[config.mk]
export PLATFORM = sky130hd
export DESIGN_NAME = fpec_ctrl
export DESIGN_NICKNAME = d
export VERILOG_FILES = /design/src/include/fpec_pkg.sv /design/src/core/fpec_ctrl.sv
export VERILOG_INCLUDE_DIRS = /design/src /design/src/include
export SDC_FILE = /design/constraint.sdc
export NUM_CORES = 1
export LEC_CHECK = 0
export ABC_AREA = 1
export ABC_CLOCK_PERIOD_IN_PS = 2000
export BUFFER_PORTS_ARGS = -buffer_cell sky130_fd_sc_hd__clkbuf_2
export CORE_MARGIN = 1.5
export CORE_UTILIZATION = 40
export DETAILED_ROUTE_END_ITERATION = 10
export PLACE_DENSITY_LB_ADDON = 0.08
export SYNTH_ARGS = -nofsm -noshare
export SYNTH_HDL_FRONTEND = slang
export SYNTH_SLANG_ARGS = --single-unit
[constraint.sdc]
create_clock -name MCLK_IN -period 2 [get_ports MCLK_IN]
set_input_delay 0.2 -clock MCLK_IN [delete_from_list [all_inputs] [get_ports MCLK_IN]]
set_output_delay 0.2 -clock MCLK_IN [all_outputs]
set_load 0.005 [all_outputs]
[src/include/fpec_consts.svh]
`ifndef FPEC_CONSTS_SVH
`define FPEC_CONSTS_SVH
// Control word field positions
`define FPEC_B_WMODE 15
`define FPEC_B_BANK_HI 9
`define FPEC_B_BANK_LO 8
`define FPEC_B_WIDTH 7
`define FPEC_B_CLK_HI 6
`define FPEC_B_CLK_LO 5
`define FPEC_B_SUPOK 4
`define FPEC_B_SUPDROP 3
`define FPEC_B_BUSY 2
`define FPEC_B_ERASE 1
`define FPEC_B_WEN 0
// Reset values
`define FPEC_RST_PROT 1'h1
`define FPEC_RST_BANK 2'h0
`define FPEC_RST_CLK 2'h0
// Key sequence words
`define FPEC_KEY1 16'hA5A5
`define FPEC_KEY2 16'h5A5A
// Pulse timing: base pulse in ns, cycles = ns / period
`define FPEC_PULSE_NS 12800
`define FPEC_CLK_PERIOD_NS 5
`define FPEC_PULSE_CYC (`FPEC_PULSE_NS / `FPEC_CLK_PERIOD_NS)
`endif

[src/include/fpec_pkg.sv]
package fpec_pkg;
  // Flash operating modes, gray along the usual path
  typedef enum logic [1:0] {
    FPEC_STD = 2'h0,
    FPEC_KEYED = 2'h1,
    FPEC_WMODE = 2'h3,
    FPEC_BUSY = 2'h2
  } fpec_mode_e;
  // Bus request to the control word
  typedef struct packed {
    logic wr;
    logic rd;
    logic odd;
    logic from_flash;
    logic [15:0] wdata;
  } fpec_req_s;
  // Array-side operation command
  typedef struct packed {
    logic erase;
    logic wide;
    logic [1:0] bank;
    logic verify;
  } fpec_cmd_s;
endpackage : fpec_pkg

[src/core/fpec_ctrl.sv]
`timescale 1ns/100ps
`include "fpec_consts.svh"
module fpec_ctrl (
  input wire logic MCLK_IN,
  input wire logic SYS_RST_IN,
  input wire fpec_pkg::fpec_req_s REQ_IN,
  input wire logic START_IN,
  input wire logic VPP_OK_IN,
  input wire logic OTP_PROT_IN,
  input wire logic FETCH_EXT_IN,
  input wire logic [15:0] KEY_IN,
  input wire logic KEY_VLD_IN,
  output logic [15:0] RDATA_OUT,
  output logic TRAP_OUT,
  output logic FETCH_BLOCK_OUT,
  output logic PULSE_OUT,
  output fpec_pkg::fpec_cmd_s CMD_OUT
);

  // ----------------------------------------
  // State
  // ----------------------------------------
  fpec_pkg::fpec_mode_e mode_q; // Operating mode
  logic wmode_q; // Write-mode flag
  logic [1:0] bank_q; // Bank erase select
  logic width_q; // Program width select
  logic [1:0] clk_sel_q; // Pulse clock select
  logic drop_q; // Supply drop seen
  logic prot_q; // Fetch protect enable
  logic erase_q; // Erase not program
  logic wen_q; // Write op enable
  logic [18:0] pulse_cnt_q; // Pulse timer
  logic [2:0] vpp_sync_q; // Supply level synchroniser
  logic vpp_ok_q; // Filtered supply level
  logic start_go; // Accepted start
  logic wr_ok; // Full word write allowed
  logic pulse_done; // Pulse timer expiry

  // Pulse length for a clock select code
  function automatic logic [18:0] pulse_len(input logic [1:0] sel);
    pulse_len = 19'(`FPEC_PULSE_CYC) << sel;
  endfunction : pulse_len

  // ----------------------------------------
  // Supply pin synchroniser
  // ----------------------------------------
  // Third stage agreement filters the pin
  always_ff @(posedge MCLK_IN or posedge SYS_RST_IN) begin
    if (SYS_RST_IN) begin
      vpp_sync_q <= 3'h0;
      vpp_ok_q <= 1'h0;
    end else begin
      vpp_sync_q <= {vpp_sync_q[1:0], VPP_OK_IN};
      if (vpp_sync_q[1] == vpp_sync_q[2]) begin
        vpp_ok_q <= vpp_sync_q[2];
      end
    end
  end

  // Writes to the full word only in write mode
  assign wr_ok = REQ_IN.wr && !REQ_IN.odd &&
                 (mode_q == fpec_pkg::FPEC_WMODE);
  // Start only with write enable set, idle, and no word write racing it
  assign start_go = START_IN && wen_q && !REQ_IN.wr &&
                    (mode_q == fpec_pkg::FPEC_WMODE);
  assign pulse_done = (pulse_cnt_q == 19'h1);

  // ----------------------------------------
  // Mode machine
  // ----------------------------------------
  // Key entry, write mode, busy and exit
  always_ff @(posedge MCLK_IN or posedge SYS_RST_IN) begin
    if (SYS_RST_IN) begin
      mode_q <= fpec_pkg::FPEC_STD;
    end else begin
      case (mode_q)
        fpec_pkg::FPEC_STD: begin
          if (KEY_VLD_IN && KEY_IN == `FPEC_KEY1) begin
            mode_q <= fpec_pkg::FPEC_KEYED;
          end
        end
        fpec_pkg::FPEC_KEYED: begin
          // Wrong second key rejects entry
          if (KEY_VLD_IN && KEY_IN == `FPEC_KEY2) begin
            mode_q <= fpec_pkg::FPEC_WMODE;
          end else if (KEY_VLD_IN || REQ_IN.wr) begin
            mode_q <= fpec_pkg::FPEC_STD;
          end
        end
        fpec_pkg::FPEC_WMODE: begin
          if (wr_ok && !REQ_IN.wdata[`FPEC_B_WMODE]) begin
            mode_q <= fpec_pkg::FPEC_STD;
          end else if (start_go) begin
            mode_q <= fpec_pkg::FPEC_BUSY;
          end
        end
        fpec_pkg::FPEC_BUSY: begin
          if (pulse_done) begin
            mode_q <= fpec_pkg::FPEC_WMODE;
          end
        end
        default: mode_q <= fpec_pkg::FPEC_STD;
      endcase
    end
  end

  // ----------------------------------------
  // Write-mode flag
  // ----------------------------------------
  always_ff @(posedge MCLK_IN or posedge SYS_RST_IN) begin
    if (SYS_RST_IN) begin
      wmode_q <= 1'h0;
    end else if (mode_q == fpec_pkg::FPEC_KEYED && KEY_VLD_IN &&
                 KEY_IN == `FPEC_KEY2) begin
      wmode_q <= 1'h1;
    end else if (wr_ok && !REQ_IN.wdata[`FPEC_B_WMODE]) begin
      wmode_q <= 1'h0;
    end
  end

  // ----------------------------------------
  // Control fields
  // ----------------------------------------
  // Fields load only on whole-word writes in write mode
  always_ff @(posedge MCLK_IN or posedge SYS_RST_IN) begin
    if (SYS_RST_IN) begin
      bank_q <= `FPEC_RST_BANK;
      width_q <= 1'h0;
      clk_sel_q <= `FPEC_RST_CLK;
      erase_q <= 1'h0;
      wen_q <= 1'h0;
    end else if (wr_ok && REQ_IN.wdata[`FPEC_B_WMODE]) begin
      bank_q <= REQ_IN.wdata[`FPEC_B_BANK_HI:`FPEC_B_BANK_LO];
      width_q <= REQ_IN.wdata[`FPEC_B_WIDTH];
      clk_sel_q <= REQ_IN.wdata[`FPEC_B_CLK_HI:`FPEC_B_CLK_LO];
      erase_q <= REQ_IN.wdata[`FPEC_B_ERASE];
      wen_q <= REQ_IN.wdata[`FPEC_B_WEN];
    end else if (wr_ok) begin
      // Leaving write mode drops the enable
      wen_q <= 1'h0;
      erase_q <= 1'h0;
    end
  end

  // ----------------------------------------
  // Protection enable
  // ----------------------------------------
  // Writable in any mode but busy; outside write mode only from flash
  always_ff @(posedge MCLK_IN or posedge SYS_RST_IN) begin
    if (SYS_RST_IN) begin
      prot_q <= `FPEC_RST_PROT;
    end else if (REQ_IN.wr && !REQ_IN.odd && (wr_ok ||
                 (REQ_IN.from_flash && mode_q != fpec_pkg::FPEC_BUSY))) begin
      prot_q <= REQ_IN.wdata[`FPEC_B_BUSY];
    end
  end

  // ----------------------------------------
  // Pulse timer
  // ----------------------------------------
  always_ff @(posedge MCLK_IN or posedge SYS_RST_IN) begin
    if (SYS_RST_IN) begin
      pulse_cnt_q <= 19'h0;
    end else if (start_go && mode_q == fpec_pkg::FPEC_WMODE) begin
      pulse_cnt_q <= pulse_len(clk_sel_q);
    end else if (pulse_cnt_q != 19'h0) begin
      pulse_cnt_q <= pulse_cnt_q - 19'h1;
    end
  end

  // ----------------------------------------
  // Supply drop flag
  // ----------------------------------------
  // Sticky over an operation, cleared at next start
  always_ff @(posedge MCLK_IN or posedge SYS_RST_IN) begin
    if (SYS_RST_IN) begin
      drop_q <= 1'h0;
    end else if (mode_q == fpec_pkg::FPEC_BUSY && !vpp_ok_q) begin
      drop_q <= 1'h1;
    end else if (start_go) begin
      drop_q <= 1'h0;
    end
  end

  // ----------------------------------------
  // Outputs
  // ----------------------------------------
  always_ff @(posedge MCLK_IN or posedge SYS_RST_IN) begin
    if (SYS_RST_IN) begin
      RDATA_OUT <= 16'h0000;
      TRAP_OUT <= 1'h0;
      FETCH_BLOCK_OUT <= 1'h0;
      PULSE_OUT <= 1'h0;
      CMD_OUT <= '0;
    end else begin
      // Read image; bit 2 shows busy, not protection
      RDATA_OUT <= {wmode_q, 5'h00, bank_q, width_q, clk_sel_q, vpp_ok_q,
                    drop_q, mode_q == fpec_pkg::FPEC_BUSY, erase_q,
                    wen_q};
      TRAP_OUT <= (REQ_IN.wr || REQ_IN.rd) && REQ_IN.odd;
      FETCH_BLOCK_OUT <= prot_q && OTP_PROT_IN && FETCH_EXT_IN;
      PULSE_OUT <= (mode_q == fpec_pkg::FPEC_BUSY) && !pulse_done;
      // Mode decoded from enable, erase select and flag
      CMD_OUT.erase <= wen_q && wmode_q && erase_q;
      CMD_OUT.wide <= wen_q && wmode_q && !erase_q && width_q;
      CMD_OUT.bank <= (wen_q && wmode_q && erase_q) ? bank_q
                      : 2'h0;
      CMD_OUT.verify <= wen_q && wmode_q;
    end
  end
endmodule : fpec_ctrl

==> results of run 1 <==
==> worst min-delay path by stage <==
| stage | startpoint | endpoint | slack, ns | cells after the start |
|---|---|---|---|---|
| floorplan | VPP_OK_IN | vpp_sync_q[0] | 0.23 | 0 |
| global placement | SYS_RST_IN | CMD_OUT[1] | 0.25 | 2 |
| detailed placement | SYS_RST_IN | CMD_OUT[1] | 0.24 | 2 |
| CTS | REQ_IN[18] | TRAP_OUT | 0.1 | 2 |
| global route | REQ_IN[18] | TRAP_OUT | 0.09 | 2 |
| finish | REQ_IN[18] | TRAP_OUT | 0.10 | 2 |
==> area by class of cell <==
cell class | count | area (um^2)
Sequential cell | 54 | 1353
Fill cell | 603 | 3211
Multi-Input combinational cell | 206 | 1054
Tap cell | 77 | 96.34
Inverter | 44 | 172.7
Timing Repair Buffer | 57 | 310.3
Clock inverter | 3 | 48.80
Clock buffer | 5 | 68.82
==> state kept, by name, summed over array words and instances, names as in the netlist <==
register and count:
wen_q 1, PULSE_OUT 1, width_q 1, vpp_sync_q 3, RDATA_OUT 11, vpp_ok_q 1, CMD_OUT 5, FETCH_BLOCK_OUT 1
drop_q 1, prot_q 1, mode_q 2, TRAP_OUT 1, bank_q 2, erase_q 1, clk_sel_q 2, wmode_q 1
pulse_cnt_q 19
==> metrics by stage <==
stage / hold slack (ns) / cell area (um^2) / instances
after floorplan: 0.2314 / 2621 / 310
after global placement: 0.2497 / 2965 / 436
after detailed placement: 0.2437 / 2965 / 436
after CTS: 0.09783 / 3103 / 446
after global routing: 0.09373 / 3103 / 446
final: 0.1037 / 3103 / 446
==> Yosys cell counts (2+ instances only) <==
| cell type | n |
|---|---|
| nand2_4 | 4 |
| ha_1 | 2 |
| nand2_1 | 63 |
| nand3_1 | 18 |
| nand3b_1 | 3 |
| inv_1 | 38 |
| o21ai_0 | 2 |
| nor2_2 | 3 |
| nor2_1 | 49 |
| xnor2_1 | 2 |
| nor2_4 | 4 |
| nor3_1 | 7 |
| a21oi_1 | 10 |
| o21ai_2 | 2 |
| dfrtp_1 | 53 |
| nand4_1 | 10 |
| xor2_1 | 4 |
| nand2_2 | 5 |
| and3_1 | 2 |
| buf_4 | 5 |
| inv_2 | 4 |
| or2_2 | 4 |
==> where the power goes <==
part	switching, uW	total [uW]	internal (uW)	leakage [uW]
Clock	376	758	382	0.0000563
Combinational	86.0	153	67.0	0.000981
Sequential	19.8	1140	1120	0.000627
==> critical path: cells and delay by family (launching register included) <==
family | cells | cell delay, ns
simple gates | 5 | 0.62
fa+ha+maj | 1 | 0.20
buf+inv | 2 | 0.23
flops | 1 | 0.49
compound gates | 1 | 0.08
==> repair_timing <==
action	4_1_cts	5_1_grt
hold buffers	2	0
endpoints found under the hold margin	24	0
buffers inserted	0	0
==> routing by layer <==
layer | part of all wire (%) | routed length (um) | global-route usage (%)
met5 | 0 | 0 | 0
met4 | 0.83 | 42 | 4.024
met3 | 3.1 | 157 | 2.967
met2 | 50 | 2555 | 27.20
met1 | 46 | 2329 | 20.06
==> logic make-up after synthesis <==
logic type | share of synthesized area, %
fa+ha+maj | 1.344
compound gates | 3.745
buf+inv | 8.257
other cells | 0.1439
flops | 51.90
simple gates | 32.16
mux | 0.4320
xor+xnor | 2.016
==> impl_results.md, run 1 <==
* Tightest Pin Transition at 0.5107 ns
* Wirelength per Cell at 11.40 um
* Pre-CTS setup slack at 0.2696 ns
* Most frequent cells in the layout: nand2_1 (63), clkbuf_2 (54), dfrtp_1 (53), nor2_1 (49), inv_1 (37)
* Post-CTS Resized at 0
* Crit path to: pulse_cnt_q[12]
* MaxCap Viol Count at 0
* Req. time, crit path at 2.20 ns
* Post-DP HPWL at 3887 um
* Worst setup margin at 0.2686 ns
* Post-synth top flop: dfrtp_1
* Row cnt at 29
* HP Class: in -> reg
* H-Tree Depth at 2
* Cell taking the most area after synthesis: dfrtp_1
* Worst-skew pair later-pin latency at 0.30 ns
* Clock Skews at 0.008792 ns
* Max clock buf depth at 2
* Crit path time final at 1.731 ns
* Peak VDD IR at 0.3874 mV
* Critical path fanouts, max at 7
* Synth area leaders: dfrtp_1 (51%), nand2_1 (9.1%), nor2_1 (7.1%), inv_1 (5.5%), nand3_1 (3.5%)
* Die X at 83.72 um
* Pwr dens at 661.8 mW/mm^2
* Worst setup startpoint: pulse_cnt_q[0]
* Max stage delay on crit path at 0.49 ns
* Unrepaired setup endpoints after global routing: false
* Leakage at 0.001665 uW
* CTS tree: built
* Power Total at 2054 uW
* Final #Nets at 413
* CP arrival at 1.93 ns
* Grt total ovfl at 0
* Worst reg2reg endpoint: pulse_cnt_q[12]
* Sink Count at 54
* Via density per instance at 4.511
* Crit share post-route at 86.57%
* Most common cell after layout, fill and taps aside: nand2_1
* Drt initial violations at 66
* Die area at 0.007009 mm^2
* All-Layer GR Usage at 15.64%
* Share of layout cells above drive strength 1 at 26.02%
* Area delta synth->final at 19.06%
* Drc violations at 0
* Core Util, Final at 49.15%
* Mapped cell area at 0.002606 mm^2
* Starting Density at 41.28%
* Global-route wire length before repair at 8825 um
* # setup viols final at 0
* Syn. warnings at 0
* RePlAce Congestion at 0.8607
* R2r startpoint: pulse_cnt_q[0]
* Initial antenna violation count at 0
* Max Fclk at 577.6 MHz
* Root buf cell: clkbuf_8
* Diode count at 0
* Post-synth EDFFs at 0
* Via count at 2012
* Largest net degree at the start of global routing at 32
* Yosys cell types at 34
* Vias in the first global route at 2009
* Post-route ant nets at 0
* Crit path top cell by count: nand2_4
* Crit path max-delay cell type: dfrtp_1
* Reg2Reg Depth at 9
* Mapped Cells at 306
* Die H at 83.72 um
* Async SR Flop Fraction at 100.0%
* I/O Buffers at 54
* Top Ports at 67
* Worst path cell trace: inv_2 > ha_1 > nand2_2 > nor2_4 > nand2_4 > nor2_8 > inv_4 > nand2_4 > o21ai_1
* Reg clk slew, reported paths at 0.10 ns
* Register-to-Register Setup Slack at 0.27 ns
* CP endpoint kind: flop
* Seq/Total Area, Yosys at 51.90%
* Post-Route WL at 5084 um
* Core Area at 0.006314 mm^2
* CTS buffer count at 5
* Final Hold Fails at 0
* Status: finished, final reports clean
* Setup TNS at 0 ns
* Crit Path Class: reg -> reg
* Number of synthesized register bits at 54
* Pins Over Slew Limit at 0
* Post-synth top area share at 50.89%
* Worst slew margin at 65.91%
* CP Launch Type: flop
* Syn avg cell area at 8.517 um^2
* Drt pass-1 iters at 4
Note: power is estimated with default switching activity, not from simulation.
==> run 2: changes to the inputs <==
--- a/config.mk
+++ b/config.mk
@@ -9,8 +9,11 @@
 export ABC_AREA = 1
 export ABC_CLOCK_PERIOD_IN_PS = 2000
 export BUFFER_PORTS_ARGS = -buffer_cell sky130_fd_sc_hd__clkbuf_2
+export CELL_PAD_IN_SITES_DETAIL_PLACEMENT = 0
+export CELL_PAD_IN_SITES_GLOBAL_PLACEMENT = 1
+export CORE_ASPECT_RATIO = 0.9
 export CORE_MARGIN = 1.5
-export CORE_UTILIZATION = 40
+export CORE_UTILIZATION = 39
 export DETAILED_ROUTE_END_ITERATION = 10
 export PLACE_DENSITY_LB_ADDON = 0.08
 export SYNTH_ARGS = -nofsm -noshare
==> run 2 against run 1 <==
  * Core utilization shrank 1.6 points
  * Total power decreased by 4.6%
  * Combinational power barely moved
  * Clock skew decreased by 0.0030 ns
  * Worst setup slack worse by 0.018 ns
  * Hold slack got worse by 0.021 ns
  * Highest routed layer unchanged
==> impl_results.md, run 2 (same netlist as run 1, synthesis figures left out) <==
* Worst-skew pair later-pin latency at 0.32 ns
* Worst setup margin at 0.2502 ns
* RePlAce Congestion at 0.8293
* Reg clk slew, reported paths at 0.11 ns
* Global-route wire length before repair at 8976 um
* Crit path time final at 1.750 ns
* Post-Route WL at 5273 um
* Root buf cell: clkbuf_8
* CP arrival at 1.96 ns
* Post-CTS Resized at 0
* Initial antenna violation count at 0
* Diode count at 0
* Unrepaired setup endpoints after global routing: false
* Crit-path leading delay family: simple AND/OR/NAND/NOR gates
* Req. time, crit path at 2.21 ns
* CP endpoint kind: flop
* I/O Buffers at 54
* Core Area at 0.006516 mm^2
* Drt initial violations at 75
* Leakage at 0.001658 uW
* Max clock buf depth at 2
* Final Hold Fails at 0
* Final Cell Area at 0.003097 mm^2
* Crit path top cell by count: nand2_4
* Sink Count at 54
* Peak VDD IR at 0.2878 mV
* WP buf/inv at 2
* Top Ports at 67
* Starting Density at 40.00%
* Postcts setup bufs at 0
* Share of layout cells above drive strength 1 at 26.02%
* MaxCap Viol Count at 0
* Pins Over Slew Limit at 0
* Placed Area at 0.002982 mm^2
* Via count at 2076
* CTS Hold Bufs at 2
* Worst path cell trace: inv_2 > ha_1 > nand2_2 > nor2_4 > nand2_4 > nor2_8 > inv_4 > nand2_4 > o21ai_1
* Drc violations at 0
* Post-DP HPWL at 3976 um
* Pwr dens at 632.6 mW/mm^2
* Vias in the first global route at 1997
* Status: finished, final reports clean
* Wirelength per Cell at 11.49 um
* CTS tree: built
* Critical path fanouts, max at 7
* Row cnt at 28
* Most common cell after layout, fill and taps aside: nand2_1
* Post-route ant nets at 0
* Max Fclk at 571.5 MHz
* Max reg flops at 19
* Via density per instance at 4.523
* Biggest regs: pulse_cnt_q: 19 flops, RDATA_OUT: 11 flops, CMD_OUT: 5 flops
* Pre-CTS setup slack at 0.2451 ns
* Die area at 0.007183 mm^2
* H-Tree Depth at 2
* Setup TNS at 0 ns
* Drt pass-1 iters at 4
* CTS buffer count at 5
* Final #Nets at 413
* Largest net degree at the start of global routing at 55
* Crit share post-route at 87.49%
* Clock Skews at 0.005745 ns
* Die X at 89.17 um
* Crit Path Class: reg -> reg
* All-Layer GR Usage at 16.44%
* Most frequent cells in the layout: nand2_1 (63), clkbuf_2 (54), dfrtp_1 (53), nor2_1 (49), inv_1 (37)
* Max stage delay on crit path at 0.49 ns
* Cells after DPL at 449
* Crit path max-delay cell type: dfrtp_1
* CP Launch Type: flop
* Largest Register: pulse_cnt_q
* # setup viols final at 0
* Final hold slack at 0.08232 ns
* Final cell count without fillers at 459
* Die H at 80.55 um
* Area delta synth->final at 18.82%
* HP Class: in -> reg
* Grt total ovfl at 0
run 2: cell type report:
cell class              instances  area [um^2]
multi-input cells             206         1054
repair buffers                 57        310.3
inverters                      44        172.7
fillers                       692         3420
clock inverters                 3        26.28
clock buffers                   5        68.82
flip-flops and latches         54         1353
well taps                      90        112.6
run 2: metal layers:
metal	routed length, um	GRT usage, %	vias up	share of wire, %
met2	2509	27.37	30	48
met5	0	0	-	0
met1	2532	20.82	966	48
met3	200	5.139	4	3.8
met4	31	3.692	0	0.59
li1	-	-	1076	-
run 2: worst paths after layout:
path / cells after the start / start / slack, ns / end
max in group asynchronous: 4 / SYS_RST_IN / 1.24 / prot_q
min reg2reg: 0 / vpp_sync_q[0] / 0.37 / vpp_sync_q[1]
min in group asynchronous: 4 / SYS_RST_IN / 0.45 / pulse_cnt_q[9]
max reg2reg: 9 / pulse_cnt_q[0] / 0.25 / pulse_cnt_q[12]
max: 9 / pulse_cnt_q[0] / 0.25 / pulse_cnt_q[12]
min: 2 / REQ_IN[18] / 0.08 / TRAP_OUT
run 2: metrics by stage:
step / total power [uW] / util, %
2_1_floorplan: 1250 / -
3_3_place_gp: 1316 / 45.76
3_5_place_dp: 1318 / 45.76
4_1_cts: 1993 / 47.52
5_1_grt: 2060 / 47.52
6_report: 1959 / 47.52
run 2: where the power goes:
group          internal (uW)  total [uW]  switching [uW]  leakage (uW)
clock                    259         666             407     0.0000491
sequential              1120        1140            19.2      0.000627
combinational           67.2         151            84.0      0.000981
==> run 3: changes to the inputs <==
--- a/config.mk
+++ b/config.mk
@@ -12,7 +12,6 @@
 export CELL_PAD_IN_SITES_DETAIL_PLACEMENT = 0
 export CELL_PAD_IN_SITES_GLOBAL_PLACEMENT = 1
 export CORE_ASPECT_RATIO = 0.9
-export CORE_MARGIN = 1.5
 export CORE_UTILIZATION = 39
 export DETAILED_ROUTE_END_ITERATION = 10
 export PLACE_DENSITY_LB_ADDON = 0.08
==> run 3 against run 2 <==
  * Clock power is 2% lower
  * Register-to-register slack barely moved
  * Die area is 2.3% lower
  * Sequential share of layout area is 0.088 points lower
  * Sequential cell count unchanged
  * Worst setup slack lost 0.0053 ns
  * Combinational power about the same
  * Hold slack gained 0.0033 ns
  * Largest cell class unchanged
  * Design area is 0.20% higher
  * Clock-buffer cell count is the same
  * Total power decreased by 0.43%
  * Clock skew grew 0.0022 ns
==> impl_results.md, run 3 (same netlist as run 1, synthesis figures left out) <==
* Sink Count at 54
* Vias in the first global route at 2099
* Most common cell after layout, fill and taps aside: nand2_1
* Max Fclk at 569.8 MHz
* Top Ports at 67
* Req. time, crit path at 2.20 ns
* Largest Register: pulse_cnt_q
* Critical path fanouts, max at 7
* Via count at 2079
* Core Area at 0.006284 mm^2
* Setup TNS at 0 ns
* Worst setup margin at 0.2449 ns
* Grt total ovfl at 0
* # setup viols final at 0
* Reg clk slew, reported paths at 0.11 ns
* Initial antenna violation count at 0
* Status: finished, final reports clean
* Worst setup startpoint: pulse_cnt_q[0]
* Sequential Power Share at 58.6%
* MaxCap Viol Count at 0
* Wirelength per Cell at 11.94 um
* Pwr dens at 628.7 mW/mm^2
* Worst path cell trace: inv_2 > ha_1 > nand2_2 > nor2_4 > nand2_4 > nor2_8 > inv_4 > nand2_4 > o21ai_1
* Final Hold Fails at 0
* Diode count at 0
* CP endpoint kind: flop
* Leakage at 0.001663 uW
* Peak VDD IR at 0.4527 mV
* Post-CTS Resized at 0
* Sw Pwr at 500.3 uW
* Global-route wire length before repair at 9646 um
* CTS buffer count at 5
* CTS Hold Bufs at 2
* Root buf cell: clkbuf_8
* Clock Skews at 0.007944 ns
* Max clock buf depth at 2
* HP Class: in -> reg
* Post-DP HPWL at 4082 um
* Area delta synth->final at 19.06%
* Crit Path Class: reg -> reg
* FILL cells at 659
* Die H at 79.55 um
* Crit path time final at 1.755 ns
* All-Layer GR Usage at 17.95%
* Pins Over Slew Limit at 0
* Unrepaired setup endpoints after global routing: false
* Most frequent cells in the layout: nand2_1 (63), clkbuf_2 (54), dfrtp_1 (53), nor2_1 (49), inv_1 (37)
* Crit path max-delay cell type: dfrtp_1
* Biggest regs: pulse_cnt_q: 19 flops, RDATA_OUT: 11 flops, CMD_OUT: 5 flops
* Hold path startpoint: REQ_IN[18]
* Max stage delay on crit path at 0.49 ns
* Max reg flops at 19
* Share of layout cells above drive strength 1 at 26.22%
* Post-route ant nets at 0
* Core Util, Final at 49.38%
* R2r startpoint: pulse_cnt_q[0]
* Final #Nets at 414
* Via density per instance at 4.549
* Worst-skew pair later-pin latency at 0.31 ns
* Drc violations at 0
* Postcts setup bufs at 0
* Largest net degree at the start of global routing at 55
* Switching Fraction at 25.65%
* I/O Buffers at 54
* Drt pass-1 iters at 4
* Logic pwr share at 7.9%
* RePlAce Congestion at 0.8444
* Power Total at 1951 uW
* Clk pwr share at 33.5%
* Pre-CTS setup slack at 0.2443 ns
* Crit path top cell by count: nand2_4
* CP Launch Type: flop
* Crit share post-route at 87.75%
* Int Pwr at 1450 uW
* Final hold slack at 0.08562 ns
* Drt initial violations at 75
* Starting Density at 41.48%
* Post-Route WL at 5457 um
* CP arrival at 1.96 ns
* Die X at 88.17 um
* H-Tree Depth at 2
* Die area at 0.007014 mm^2
* CTS tree: built
* Row cnt at 27
[run 3: changes by cell type in the layout (fill, tap and decap cells not counted)]
cell,previous run,this run
inv_8,0,1
buf_4,0,1
inv_6,2,0
clkinv_4,2,3
[run 3: per-layer routing]
| metal | wire (um) | part of all wire (%) | vias to the layer above | global-route usage [%] |
|---|---|---|---|---|
| met3 | 207 | 3.8 | 4 | 3.826 |
| li1 | - | - | 1070 | - |
| met2 | 2587 | 47 | 37 | 30.08 |
| met5 | 0 | 0 | - | 0 |
| met1 | 2627 | 48 | 968 | 23.40 |
| met4 | 34 | 0.62 | 0 | 4.839 |
[run 3: area by class of cell]
cell class                 count  area [um^2]  area share, %
sequential                    54         1353          43.59
multi-input combinational    206         1054          33.95
timing repair buffer          58        317.8          10.24
clock inverter                 3        28.78         0.9274
inverter                      44        172.7          5.565
tap                           87        108.9          3.508
clock buffer                   5        68.82          2.218
[run 3: worst paths after layout]
kind	to	slack (ns)	cells past startpoint
worst max-delay path	pulse_cnt_q[12]	0.24	9
worst min-delay path	TRAP_OUT	0.09	2
worst max register to register	pulse_cnt_q[12]	0.24	9
worst min register to register	vpp_sync_q[1]	0.37	0
max in group asynchronous	prot_q	1.24	4
min in group asynchronous	RDATA_OUT[5]	0.46	4
[run 3: power groups by stage]
stage / clock network [uW] / registers, uW / logic [uW]
global placement: 0 / 1160 / 151
detailed placement: 0 / 1160 / 153
CTS: 683 / 1140 / 157
finish: 654 / 1140 / 154
global route: 731 / 1150 / 179
floorplan: 0 / 1160 / 90.1
[run 3: stage by stage]
stage          instance area, um^2  std cells
2_1_floorplan                 2621        310
3_3_place_gp                  2985        447
3_5_place_dp                  2985        447
4_1_cts                       3103        457
5_1_grt                       3103        457
6_report                      3103        457
[run 3: worst max-delay path: cells and delay by family, from the launching register on]
kind	cells	cell delay (ns)
flip-flops	1	0.49
AND/OR/NAND/NOR	5	0.65
buffers and inverters	2	0.23
AO/OA/AOI/OAI	1	0.07
adder cells (fa/ha/maj)	1	0.20
